**src/rtl/rtcss_params.svh**
```systemverilog
// Constants of the three-line serial slave: command fields, codes and reset values.
`ifndef RTCSS_PARAMS_SVH
`define RTCSS_PARAMS_SVH

`define RTCSS_BYTE_BITS      8
`define RTCSS_ADDR_BITS      4
`define RTCSS_DIR_BIT        7
`define RTCSS_SUB_HI         6
`define RTCSS_SUB_LO         4
`define RTCSS_START_HI       3
`define RTCSS_START_LO       0
`define RTCSS_SUB_CODE       3'h1
`define RTCSS_LAST_REG       4'hf
`define RTCSS_ADDR_RESET     4'h0
`define RTCSS_BYTE_RESET     8'h00
`define RTCSS_BITCNT_RESET   3'h0
`define RTCSS_BITCNT_LAST    3'h7
`define RTCSS_SYNC_STAGES    2

`endif

```
**src/rtl/rtcss_pkg.sv**
```systemverilog
// Types shared by the three-line serial slave modules.
package rtcss_pkg;

  typedef logic [7:0] rtcss_byte_t;
  typedef logic [3:0] rtcss_addr_t;

  typedef enum logic [1:0] {
    RTCSS_COMMAND,
    RTCSS_WRITE,
    RTCSS_READ,
    RTCSS_IGNORE
  } rtcss_state_t;

endpackage : rtcss_pkg

```
**src/rtl/rtcss_sync.sv**
```systemverilog
// Two-stage synchroniser for a group of asynchronous pin inputs.
`timescale 1ns/1ps
`default_nettype none

module rtcss_sync #(
  parameter int WIDTH = 3
) (
  input  wire logic             clk,
  input  wire logic             reset,
  input  wire logic [WIDTH-1:0] asyncIn,
  output logic      [WIDTH-1:0] syncOut
);

  logic [WIDTH-1:0] firstStage;

  // Each pin gets its own pair of flops; only the second flop is visible outside.
  genvar i;
  generate
    for (i = 0; i < WIDTH; i++) begin : g_pin
      always_ff @(posedge clk) begin
        if (reset) begin
          firstStage[i] <= 1'b0;
          syncOut[i]    <= 1'b0;
        end else begin
          firstStage[i] <= asyncIn[i];
          syncOut[i]    <= firstStage[i];
        end
      end
    end
  endgenerate

endmodule : rtcss_sync

`default_nettype wire

```
**src/rtl/rtcss_byte_shift.sv**
```systemverilog
// Parallel-load, MSB-first output shift register.
`timescale 1ns/1ps
`default_nettype none

module rtcss_byte_shift #(
  parameter int WIDTH = 8
) (
  input  wire logic             clk,
  input  wire logic             reset,
  input  wire logic             clear,
  input  wire logic             load,
  input  wire logic [WIDTH-1:0] loadData,
  input  wire logic             shift,
  output logic                  msb
);

  logic [WIDTH-1:0] shiftReg;
  logic [WIDTH-1:0] next_shiftReg;

  assign next_shiftReg = clear ? '0 :
                         load  ? loadData :
                         shift ? {shiftReg[WIDTH-2:0], 1'b0} : shiftReg;
  assign msb = shiftReg[WIDTH-1];

  always_ff @(posedge clk) begin
    if (reset) begin
      shiftReg <= '0;
    end else begin
      shiftReg <= next_shiftReg;
    end
  end

endmodule : rtcss_byte_shift

`default_nettype wire

```
**src/rtl/rtcss_serial_slave.sv**
```systemverilog
// Three-line serial slave port giving a host access to a sixteen-entry register file.
//
// Summary of operation
// Every byte on the link is eight bits sent most significant bit first in both directions.
// Chip select is active high and, while low, holds the whole port including bit count and decoding at idle; regAddr and regWriteData keep their last values.
// The data input is sampled on each rising serial clock edge while chip select is high.
// The data output changes on each falling serial clock edge so the host samples it on the next rising edge.
// A sampled bit enters the internal shift logic on the falling edge after the rising edge that caught it.
// The first byte after chip select rises is a command, and later bytes are write or read data.
// Command bit 7 selects write (0) or read (1) for every following byte of the selection.
// Command bits 6 to 4 must read 001, otherwise the rest of the selection is ignored.
// Command bits 3 to 0 give the first register address, from 0 to f.
// The register address advances after every data byte and wraps to zero after register f.
// Data input and output may be tied together into one line without any conflict.
// While chip select is low, serial clock and data input activity is ignored.
// The host must drop chip select between transfers so the next byte is decoded as a command.
// With separate data lines the host must always drive the data input to a defined level.
// The data output is driven only while read data is being shifted and is released otherwise.
// A byte cut short by chip select falling is discarded and never written.
`timescale 1ns/1ps
`default_nettype none

`include "rtcss_params.svh"

module rtcss_serial_slave #(
  parameter int SYNC_WIDTH = 3
) (
  input  wire logic                clk,
  input  wire logic                reset,
  input  wire logic                chipSelect,
  input  wire logic                serialClock,
  input  wire logic                serialDataIn,
  output logic                     serialDataOut,
  output logic                     serialDataOutEn,
  output rtcss_pkg::rtcss_addr_t   regAddr,
  output rtcss_pkg::rtcss_byte_t   regWriteData,
  output logic                     regWriteStrobe,
  input  wire rtcss_pkg::rtcss_byte_t regReadData,
  output logic                     regReadStrobe,
  output logic                     transferActive,
  output logic                     transferIgnored
);

  import rtcss_pkg::*;

  ////////////////////////////////////////////////////////////////////////////////////////////////
  // Pin synchronisation and serial clock edge detection.

  logic [SYNC_WIDTH-1:0] pinSync;
  logic                  csLevel;
  logic                  sckLevel;
  logic                  dataInLevel;
  logic                  sckPrev;
  logic                  sckRise;
  logic                  sckFall;

  rtcss_sync #(
    .WIDTH (SYNC_WIDTH)
  ) u_sync (
    .clk     (clk),
    .reset   (reset),
    .asyncIn ({serialDataIn, serialClock, chipSelect}),
    .syncOut (pinSync)
  );

  assign csLevel  = pinSync[0];
  assign sckLevel = pinSync[1];
  assign dataInLevel = pinSync[2];

  // Edges only count while selected, so a floating clock with chip select low does nothing.
  assign sckRise = csLevel & sckLevel & ~sckPrev;
  assign sckFall = csLevel & ~sckLevel & sckPrev;

  always_ff @(posedge clk) begin
    if (reset) begin
      sckPrev <= 1'b0;
    end else begin
      sckPrev <= sckLevel;
    end
  end

  ////////////////////////////////////////////////////////////////////////////////////////////////
  // Receive path: sample on the rising edge, shift on the following falling edge.

  logic                  sampledBit;
  rtcss_byte_t           rxShift;
  logic [2:0]            bitCount;
  logic                  byteDone;
  rtcss_byte_t           rxByte;

  assign byteDone = sckFall & (bitCount == `RTCSS_BITCNT_LAST);
  assign rxByte   = {rxShift[`RTCSS_BYTE_BITS-2:0], sampledBit};

  always_ff @(posedge clk) begin
    if (reset || !csLevel) begin
      sampledBit <= 1'b0;
    end else if (sckRise) begin
      sampledBit <= dataInLevel;
    end
  end

  always_ff @(posedge clk) begin
    if (reset || !csLevel) begin
      rxShift  <= `RTCSS_BYTE_RESET;
      bitCount <= `RTCSS_BITCNT_RESET;
    end else if (sckFall) begin
      rxShift  <= rxByte;
      bitCount <= bitCount + 3'h1;
    end
  end

  ////////////////////////////////////////////////////////////////////////////////////////////////
  // Command decoding.

  function automatic logic rtcss_sub_ok(input rtcss_byte_t cmd);
    rtcss_sub_ok = (cmd[`RTCSS_SUB_HI:`RTCSS_SUB_LO] == `RTCSS_SUB_CODE);
  endfunction : rtcss_sub_ok

  rtcss_state_t          state;
  rtcss_state_t          next_state;
  logic                  cmdDone;
  logic                  cmdAccepted;
  logic                  cmdIsRead;
  rtcss_addr_t           cmdStart;
  logic                  dataDone;
  rtcss_addr_t           next_regAddr;

  assign cmdDone     = byteDone & (state == RTCSS_COMMAND);
  assign cmdAccepted = cmdDone & rtcss_sub_ok(rxByte);
  assign cmdIsRead   = rxByte[`RTCSS_DIR_BIT];
  assign cmdStart    = rxByte[`RTCSS_START_HI:`RTCSS_START_LO];
  assign dataDone    = byteDone & ((state == RTCSS_WRITE) | (state == RTCSS_READ));

  always_comb begin
    next_state = state;
    case (state)
      RTCSS_COMMAND: begin
        if (cmdDone) begin
          if (!rtcss_sub_ok(rxByte)) begin
            next_state = RTCSS_IGNORE;
          end else if (cmdIsRead) begin
            next_state = RTCSS_READ;
          end else begin
            next_state = RTCSS_WRITE;
          end
        end
      end
      RTCSS_WRITE:  next_state = RTCSS_WRITE;
      RTCSS_READ:   next_state = RTCSS_READ;
      RTCSS_IGNORE: next_state = RTCSS_IGNORE;
      default:      next_state = RTCSS_COMMAND;
    endcase
  end

  // Only a deselect or a reset brings the port back to command decoding.
  always_ff @(posedge clk) begin
    if (reset || !csLevel) begin
      state <= RTCSS_COMMAND;
    end else begin
      state <= next_state;
    end
  end

  ////////////////////////////////////////////////////////////////////////////////////////////////
  // Register address counter.

  assign next_regAddr = cmdAccepted ? cmdStart :
                        !dataDone ? regAddr :
                        (regAddr == `RTCSS_LAST_REG) ? `RTCSS_ADDR_RESET : regAddr + 4'h1;

  always_ff @(posedge clk) begin
    if (reset) begin
      regAddr <= `RTCSS_ADDR_RESET;
    end else begin
      regAddr <= next_regAddr;
    end
  end

  ////////////////////////////////////////////////////////////////////////////////////////////////
  // Write path: a register is written only when all eight bits have arrived.

  always_ff @(posedge clk) begin
    if (reset) begin
      regWriteData   <= `RTCSS_BYTE_RESET;
      regWriteStrobe <= 1'b0;
    end else begin
      regWriteStrobe <= byteDone & (state == RTCSS_WRITE);
      if (byteDone && state == RTCSS_WRITE) begin
        regWriteData <= rxByte;
      end
    end
  end

  ////////////////////////////////////////////////////////////////////////////////////////////////
  // Read path: fetch after each accepted read command or read byte, then shift out on falling edges.

  logic                  txMsb;
  logic                  txShift;
  logic                  next_readFetch;

  assign next_readFetch = csLevel & ((cmdAccepted & cmdIsRead) | (byteDone & (state == RTCSS_READ)));
  assign txShift        = sckFall & (state == RTCSS_READ);

  // The fetch lands one clock after the falling edge, well inside the serial clock low phase.
  always_ff @(posedge clk) begin
    if (reset || !csLevel) begin
      regReadStrobe <= 1'b0;
    end else begin
      regReadStrobe <= next_readFetch;
    end
  end

  rtcss_byte_shift #(
    .WIDTH (`RTCSS_BYTE_BITS)
  ) u_tx (
    .clk      (clk),
    .reset    (reset),
    .clear    (~csLevel),
    .load     (regReadStrobe),
    .loadData (regReadData),
    .shift    (txShift),
    .msb      (txMsb)
  );

  assign serialDataOut = txMsb;

  // The output is enabled only in read data bytes, keeping a tied line free otherwise.
  always_ff @(posedge clk) begin
    if (reset || !csLevel) begin
      serialDataOutEn <= 1'b0;
    end else begin
      serialDataOutEn <= (state == RTCSS_READ);
    end
  end

  ////////////////////////////////////////////////////////////////////////////////////////////////
  // Status outputs.

  always_ff @(posedge clk) begin
    if (reset) begin
      transferActive  <= 1'b0;
      transferIgnored <= 1'b0;
    end else begin
      transferActive  <= csLevel;
      transferIgnored <= cmdDone & ~rtcss_sub_ok(rxByte);
    end
  end

endmodule : rtcss_serial_slave

`default_nettype wire

```
**config.mk**
```make
export PLATFORM = sky130hd
export DESIGN_NAME = rtcss_serial_slave
export DESIGN_NICKNAME = d
export VERILOG_FILES = /design/src/rtl/rtcss_pkg.sv /design/src/rtl/rtcss_sync.sv /design/src/rtl/rtcss_byte_shift.sv /design/src/rtl/rtcss_serial_slave.sv
export VERILOG_INCLUDE_DIRS = /design/src /design/src/rtl
export SDC_FILE = /design/constraint.sdc
export NUM_CORES = 1
export LEC_CHECK = 0
export BUFFER_PORTS_ARGS = -buffer_cell sky130_fd_sc_hd__buf_2
export CORE_AREA = 4 4 46 89
export CTS_BUF_LIST = sky130_fd_sc_hd__clkbuf_2 sky130_fd_sc_hd__clkbuf_4 sky130_fd_sc_hd__clkbuf_8
export CTS_CLUSTER_SIZE = 28
export DETAILED_ROUTE_END_ITERATION = 10
export DIE_AREA = 0 0 50 93
export PLACE_DENSITY = 0.75
export SLEW_MARGIN = 20
export SYNTH_ARGS = -nofsm -noshare
export SYNTH_HDL_FRONTEND = slang
export SYNTH_SLANG_ARGS = --single-unit
```
**constraint.sdc**
```tcl
create_clock -name clk -period 3.3 [get_ports clk]
set_clock_uncertainty 0.15 [all_clocks]
set_input_delay 0.165 -clock clk [delete_from_list [all_inputs] [get_ports clk]]
set_output_delay 0.165 -clock clk [all_outputs]
set_load 0.05 [all_outputs]
```
Yosys cells after proc, flatten, opt, wreduce, memory -nomap -nowiden
Index checks and enable logic that the tools add are counted.
- $add $sub $neg: 2
- eq/ne operators: 7
- mux-type cells: 9
- bitwise logic cells: 20
- reduce and logical (&&, ||, !) cells: 7
- operators by type and width (cell ; count):
    $mux W8 ; 2
    $and A1 B1 Y1 ; 14
    $mux W4 ; 3
    $pmux W2 S4 ; 1
    $mux W2 ; 3
    $add A4 B1 Y4 const B ; 1
    $eq A2 B2 Y1 const B ; 2
    $eq A4 B4 Y1 const B ; 1
    $not A1 Y1 ; 4
    $reduce_bool A2 Y1 ; 2
    $add A3 B1 Y3 const B ; 1
    $eq A3 B1 Y1 const B ; 1
    $eq A3 B3 Y1 const B ; 1
    $eq A2 B1 Y1 const B ; 1
    $logic_not A2 Y1 ; 1
    $ne A2 B2 Y1 const B ; 1
    $or A1 B1 Y1 ; 2
    $reduce_or A2 Y1 ; 1
    $logic_and A1 B1 Y1 ; 1
    $logic_not A1 Y1 ; 1
    $logic_or A1 B1 Y1 ; 1
- register bits: 45
- input port bits: 13
- word-level logic and storage cells: 64

Longest topological paths before layout
Gate-level depths: netlist of run 1.
- word-level depth: 9
- gate-level depth with buffers: 7
- gate-level depth less buffers: 6

Hierarchy
A second synthesis of run 1 with hierarchy kept.
- cells, all modules: 201
- area, all modules: 1888.1 µm²
- by module, submodules not included (module ; times used ; cells an instance ; area an instance (µm²) ; seq. area each (µm²)):
    rtcss_serial_slave ; 1 ; 154 ; 1311.3 ; 620.6
    rtcss_byte_shift ; 1 ; 35 ; 419.2 ; 160.2
    rtcss_sync ; 1 ; 12 ; 157.7 ; 120.1

Least setup slack after synthesis of run 1
No wires, ideal clock.
- kind: reg2reg
- start: register bitCount[0]
- end: register regAddr[0]
- arrival time: 1.489 ns
- required time: 3.059 ns
- setup slack: 1.571 ns
- cell stages (with the launch flop): 8
- period minus slack after synthesis: 1.729 ns
- path through: dfxtp_1 ha_1 ha_1 and4b_1 buf_6 nand2_4 a311o_1 a311oi_1
- cells in the longest elaborated chain, start to end: 5
- elaborated cells on any way between the ends: 7
- RTL lines (what ; RTL line ; RTL):
    start, declared ; rtcss_serial_slave.sv:87 ; logic [2:0] bitCount;
    start signal, assigned ; rtcss_serial_slave.sv:105 ; bitCount <= `RTCSS_BITCNT_RESET;
    start signal, assigned ; rtcss_serial_slave.sv:108 ; bitCount <= bitCount + 3'h1;
    $eq A3 B3 Y1 (no source line) (*) ; - ;
    $and A1 B1 Y1 (*) ; rtcss_serial_slave.sv:91 ; assign byteDone = sckFall & (bitCount == `RTCSS_BITCNT_LAST);
    $and A1 B1 Y1 ; rtcss_serial_slave.sv:128 ; assign cmdDone = byteDone & (state == RTCSS_COMMAND);
    $and A1 B1 Y1 ; rtcss_serial_slave.sv:129 ; assign cmdAccepted = cmdDone & rtcss_sub_ok(rxByte);
    $mux W4 / $reduce_bool A2 Y1 (equally long branches) ; - ;
    end signal, assigned ; rtcss_serial_slave.sv:173 ; regAddr <= `RTCSS_ADDR_RESET;
    end signal, assigned ; rtcss_serial_slave.sv:175 ; regAddr <= next_regAddr;
    end, declared ; rtcss_serial_slave.sv:35 ; output rtcss_pkg::rtcss_addr_t regAddr,
Mark *: on every way between the ends. The rest lies on a longest branch, timed or not.
A chain may end at the register's enable or synchronous reset.

Worst setup path in the final report of run 1
Same ends and word-level chain as after synthesis.

==> impl_metrics.json, run 1 <==
{
  "ios": 31,
  "holdPathStages": 3,
  "clock_path_buffers": 2,
  "postCtsSetupBuffers": 0,
  "synth_nets": 211,
  "cp_max_fo": 18,
  "hold_violations": 0,
  "leakagePower_nw": 0.959,
  "drc": 0,
  "path_cells": "ha_1 > ha_1 > and4b_1 > nand2_4 > a311o_1 > a311oi_1",
  "yosysTopAreaCell": "dfxtp_1",
  "crit_required_ns": 3.35,
  "drive_above_1_share": 0.171,
  "ir_worst_vdd_mv": 0.286,
  "via_per_inst": 5.08,
  "die_w_um": 50,
  "wl_per_cell_um": 12.8,
  "final_area_um2": 2100,
  "grt_pass1_wl_mm": 5.83,
  "die_y_um": 93,
  "crit_type": "reg -> reg",
  "grt_max_degree": 24,
  "cts_tree": "yes",
  "insertion_delay_ns": 0.29,
  "multi_input_area_um2": 841,
  "drt_first_pass_iters": 4,
  "gp_congestion": 0.809,
  "synth_top_area_frac": 0.498,
  "post_synth.cell_area_avg_um2": 9.52,
  "synth_cells": 190,
  "grt_use_total": 0.162,
  "slew_violations": 0,
  "period_needed_ns": 2.17,
  "whs_ns": 0.00348,
  "power_density_nw_per_um2": 416,
  "path_clk_slew_ns": 0.08,
  "hold_class": "in -> reg",
  "cp_common_cell": "ha_1",
  "dpl-instance-area_um2": 1980,
  "ant_nets": 0,
  "hpwl_mm": 2.51,
  "max_freq_mhz": 460,
  "ys_warn_count": 0,
  "ys_types": 30,
  "grt_pass1_vias": 1331,
  "detail_route.iter0.violations": 12,
  "syn-cell-area_um2": 1810,
  "fp-row-count": 30,
  "cts_buffers": 5,
  "root_buffer": "clkbuf_8",
  "seq_area_um2": 901,
  "fin_nets": 244,
  "area_growth_pct": 16.3,
  "synth_area_leaders": "dfxtp_1 50%, mux2i_1 11%, ha_1 5.5%, a21oi_1 4.7%, nor2_1 3.9%",
  "fin_tns_setup_ns": 0,
  "status": "complete, no violations",
  "n_fill_cell": 307,
  "cts_sinks": 45,
  "end_kind": "flop",
  "final-setup-viol-count": 0,
  "dieArea_um2": 4650,
  "final_core_util": 0.615,
  "routed_wl_mm": 3.45,
  "antenna_cells": 0,
  "io_buffers": 30,
  "startpoint_type": "flop",
  "core_area_um2": 3420,
  "worstPathArrival_ns": 2.23,
  "start_util": 0.529,
  "worstMarginPinSlew_ns": 0.670,
  "maxSlewHeadroom": 0.553,
  "maxCapViolations": 0,
  "post-route-period-util": 0.659,
  "yosysSeqAreaShare": 0.498,
  "rsz0062_at_grt": "false",
  "cpPeakStageDelay_ns": 0.64,
  "cts.htree.levels": 2,
  "reg2reg_depth": 6,
  "grt_overflow_total": 0,
  "antenna_found_initial": 0,
  "num_vias": 1371,
  "cp_slowest_cell": "and4b_1",
  "ys_ff_latch": 45
}
## per-stage QoR
stage	cells	setup WS [ns]	total power (W)
after floorplan	190	1.57	0.000572
after global placement	259	1.17	0.000581
after detailed placement	259	1.13	0.000581
after CTS	270	1.11	0.000889
after global routing	270	0.940	0.000912
final	270	1.13	0.000874
## power by group
group,internal [W],switching (W),leakage [nW]
clock,0.000139,0.000162,0.0399
combinational,0.0000132,0.0000116,0.556
sequential,0.000547,0.00000184,0.364
total,0.000699,0.000175,0.959
## worst paths after layout
kind / end / slack [ns] / from
min reg2reg: u_sync.syncOut[1] / 0.29 / u_sync.firstStage[1]
max reg2reg: regAddr[0] / 1.13 / bitCount[0]
min: u_tx.shiftReg[7] / 0.003 / regReadData[7]
max: regAddr[0] / 1.13 / bitCount[0]
## timing repair
| action | 4_1_cts | 5_1_grt |
|---|---|---|
| resized for setup | 0 | 0 |
| hold buffers | 5 | 0 |
| hold endpoints to repair | 5 | 0 |
## final cells by class
class | count | share of cell area
Inverter | 5 | 0.00893
Timing Repair Buffer | 36 | 0.0988
Tap cell | 48 | 0.0286
Sequential cell | 45 | 0.429
Clock buffer | 5 | 0.0327
Multi-Input combinational cell | 130 | 0.400
Clock inverter | 1 | 0.00238
## state kept, by name, indices dropped and copies added, names as in the netlist
signal,flops
serialDataOutEn,1
u_tx.shiftReg,8
rxShift,7
u_sync.syncOut,3
transferActive,1
sampledBit,1
sckPrev,1
regWriteData,8
u_sync.firstStage,3
regAddr,4
bitCount,3
regReadStrobe,1
regWriteStrobe,1
transferIgnored,1
state,2
## kinds of logic after synthesis
family          Yosys count  synth area share
mux                      19             0.105
simple gates             67             0.185
fa+ha+maj                 8            0.0554
flops                    45             0.498
xor+xnor                  2           0.00969
compound gates           34             0.110
buf+inv                  15            0.0367
## layout by cell type, fill, tap and decap left out, types with 2 or more instances in the layout
master	n
dfxtp_1	45
buf_2	30
mux2i_1	19
nor2_1	19
a21oi_1	17
nand2_1	14
nand3_1	12
nor2b_1	8
ha_1	8
o21ai_0	7
inv_1	5
clkbuf_8	5
dlygate4sd3_1	5
nand3b_1	3
nor3_1	3
nand2b_1	2
xor2_1	2
a31oi_1	2
a211oi_1	2
a311oi_1	2
## routing by layer
metal	global-route usage	wire length, um
met5	0	0
met4	0.0947	112
met3	0.0399	121
met2	0.289	1850
met1	0.163	1370
## Yosys cell counts, drive strengths merged
cell / count
nand2: 15
nand2b: 2
and2: 1
a22oi: 1
o21ai: 7
inv: 5
o41ai: 1
nand4b: 1
and3: 1
ha: 8
nand3b: 3
a311o: 1
nor3b: 1
a21o: 1
a31oi: 2
and4b: 1
dfxtp: 45
clkbuf: 7
xor2: 2
nor2b: 8
buf: 3
nor3: 3
a211oi: 2
a311oi: 2
a21oi: 17
nand3: 12
mux2i: 19
nor2: 19
## worst max-delay path: cells and delay by family (launching register included)
family                   cells  cell delay (ns)
AO/OA/AOI/OAI                2             0.57
flip-flops                   1             0.35
adder cells (fa/ha/maj)      2             0.28
AND/OR/NAND/NOR              2             0.74
Power figures use the tool's default switching activity.
==> run 2: changes to the inputs <==
ABC_AREA = 1   (was unset)
CORE_AREA = 4 4 48 93   (was 4 4 46 89)
DIE_AREA = 0 0 52 97   (was 0 0 50 93)
clock period = 2 ns   (was 3.3 ns; I/O delays follow)
==> run 2 against run 1 <==
  * Clock power is 120% higher
  * Register-to-register slack worse by 0.85 ns
  * Largest power group unchanged
  * Critical path type unchanged
  * Combinational power increased by 140%
  * Critical path depth up 2
  * Sequential cell count stayed put
==> impl_metrics.json, run 2 <==
{
  "hold_violations": 0,
  "grt_overflow_total": 0,
  "maxSlewHeadroom": 0.676,
  "post-route-period-util": 0.865,
  "r2r_end": "regWriteData[3]",
  "drc": 0,
  "antenna_found_initial": 0,
  "ys_ff_latch": 45,
  "hold_class": "in -> reg",
  "num_vias": 1684,
  "crit_required_ns": 2.04,
  "ios": 31,
  "detail_route.iter0.violations": 23,
  "gp_congestion": 0.817,
  "fin_nets": 304,
  "ys_types": 30,
  "period_needed_ns": 1.73,
  "startpoint_type": "flop",
  "maxCapViolations": 0,
  "synth-edff-count": 0,
  "routed_wl_mm": 4.18,
  "path_clk_slew_ns": 0.08,
  "synth_cells": 234,
  "synth.area.mux_share": 0,
  "postCtsSetupBuffers": 0,
  "area_growth_pct": 24.0,
  "ir_worst_vdd_mv": 1.13,
  "end_kind": "flop",
  "ys.flop_type": "dfxtp_1",
  "reg2reg_from": "bitCount[0]",
  "synthSimpleGateAreaFrac": 0.251,
  "synth_commonest_cells": "45 x dfxtp_1, 36 x nand2_1, 36 x nor2_1",
  "rsz0062_at_grt": "false",
  "fin_tns_setup_ns": 0,
  "synthXorXnorAreaFrac": 0.00464,
  "async_flop_share": 0,
  "cts_sinks": 45,
  "yosysMostFrequentCell": "dfxtp_1",
  "wl_per_cell_um": 12.5,
  "synth_nets": 255,
  "reg_top3": "regWriteData x8, u_tx.shiftReg x8, rxShift x7",
  "synth_top_family_by_area": "simple AND/OR/NAND/NOR gates",
  "n_fill_cell": 354,
  "slew_violations": 0,
  "fp-row-count": 32,
  "power_density_nw_per_um2": 690,
  "cts.htree.levels": 2,
  "worstMarginPinSlew_ns": 0.484,
  "hpwl_mm": 3.06,
  "grt_pass1_vias": 1619,
  "cp_max_fo": 12,
  "ys_warn_count": 0,
  "synth-compound-area-share": 0.149,
  "grt_pass1_wl_mm": 6.78,
  "leakagePower_nw": 1.04,
  "core_area_um2": 3800,
  "antenna_cells": 0,
  "synth_area_leaders": "dfxtp_1 48%, nand2_1 7.2%, nor2_1 7.2%, o21ai_0 6.1%, ha_1 5.3%",
  "dieArea_um2": 5040,
  "hold_path_end": "u_tx.shiftReg[3]",
  "clock_path_buffers": 2,
  "final-setup-viol-count": 0,
  "post_synth.cell_area_avg_um2": 8.06,
  "yosysTopAreaCell": "dfxtp_1",
  "max_freq_mhz": 578,
  "start_util": 0.496,
  "holdPathStages": 4,
  "status": "complete, no violations",
  "insertion_delay_ns": 0.30,
  "synth_top_area_frac": 0.477,
  "syn-cell-area_um2": 1890,
  "grt_max_degree": 18,
  "min-delay-start": "regReadData[3]",
  "final_core_util": 0.615,
  "yosysSeqAreaShare": 0.477,
  "die_y_um": 97,
  "die_w_um": 52,
  "synth_fa_ha_area_frac": 0.0531,
  "via_per_inst": 5.04,
  "cts_tree": "yes",
  "reg2reg_depth": 8,
  "ant_nets": 0,
  "cts_buffers": 5,
  "root_buffer": "clkbuf_8",
  "drive_above_1_share": 0.198,
  "crit_type": "reg -> reg",
  "layout_common_cells": "45 x dfxtp_1, 36 x nand2_1, 36 x nor2_1",
  "io_buffers": 30,
  "worstPathArrival_ns": 1.77,
  "drt_first_pass_iters": 4,
  "final_common_cell": "dfxtp_1",
  "grt_use_total": 0.180,
  "worst-r2r-setup-slack_ns": 0.27
}
run 2: cell count changes after synthesis, moves of 3 or more:
cell      before  now
nand2_1       14   36
mux2i_1       19    0
nor2_1        19   36
o21ai_0        7   23
inv_1          5   20
nor2b_1        8    0
a31oi_1        2    7
nand4_1        0    5
a21oi_1       17   13
clkbuf_1       7    3
inv_2          0    3
nand3b_1       3    0
run 2: worst max path at each step:
stage / startpoint / to / cells after the start
after floorplan: regAddr[1] / regAddr[3] / 10
after global placement: bitCount[0] / regWriteData[1] / 8
after detailed placement: bitCount[0] / regWriteData[3] / 8
after CTS: bitCount[0] / regWriteData[3] / 8
after global routing: bitCount[0] / regAddr[2] / 9
final: bitCount[0] / regWriteData[3] / 8
run 2: layout make-up:
class / instances / area, um^2 / area share
well taps: 51 / 63.8 / 0.0273
multi-input cells: 159 / 863 / 0.369
flip-flops and latches: 45 / 901 / 0.385
clock inverters: 2 / 35.0 / 0.0150
inverters: 25 / 95.1 / 0.0406
repair buffers: 47 / 313 / 0.134
clock buffers: 5 / 68.8 / 0.0294
run 2: cell families (layout without fill, tap and decap cells):
kind of cell               Yosys count  count (layout)
AOI/OAI and AO/OA                   50              50
and+or+nand+nor                    100             100
adders and majority gates            8               8
buffers and inverters               30              79
DFF                                 45              45
xor gates and xnor gates             1               1
run 2: worst max-delay path: stages (launching register included):
cell and delay [ns]:
dfxtp_1 0.32, ha_1 0.19, ha_1 0.21, inv_1 0.15, nor2_8 0.08, nand2_4 0.09
clkinv_2 0.16, o21ai_0 0.21, a21oi_1 0.05
run 2: routing by layer:
| metal | GRT usage | vias up | routed length [um] |
|---|---|---|---|
| met5 | 0 | - | 0 |
| met4 | 0.101 | 0 | 149 |
| met3 | 0.0416 | 14 | 126 |
| met2 | 0.340 | 32 | 2390 |
| met1 | 0.160 | 769 | 1520 |
| li1 | - | 869 | - |
run 2: what timing repair did:
action	in CTS	in global routing
setup endpoints to repair	0	0
hold buffers	14	0
gates resized for setup	0	0
endpoints found under the hold margin	14	0
run 2: stage by stage:
stage	cells	setup WS, ns	instance area, um^2	hold slack (ns)	total power, W
2_1_floorplan	234	0.312	1890	0.0191	0.000947
3_3_place_gp	313	0.339	2100	0.148	0.000965
3_5_place_dp	313	0.274	2100	0.157	0.000966
4_1_cts	334	0.262	2340	0.0752	0.00164
5_1_grt	334	0.130	2340	0.105	0.00168
6_report	334	0.271	2340	0.0734	0.00161
run 2: where the power goes:
group          total (W)  internal (W)  leakage (nW)  switching, W
combinational  0.0000601     0.0000329         0.622     0.0000271
clock           0.000648      0.000363        0.0540      0.000285
sequential      0.000906      0.000902         0.364    0.00000388
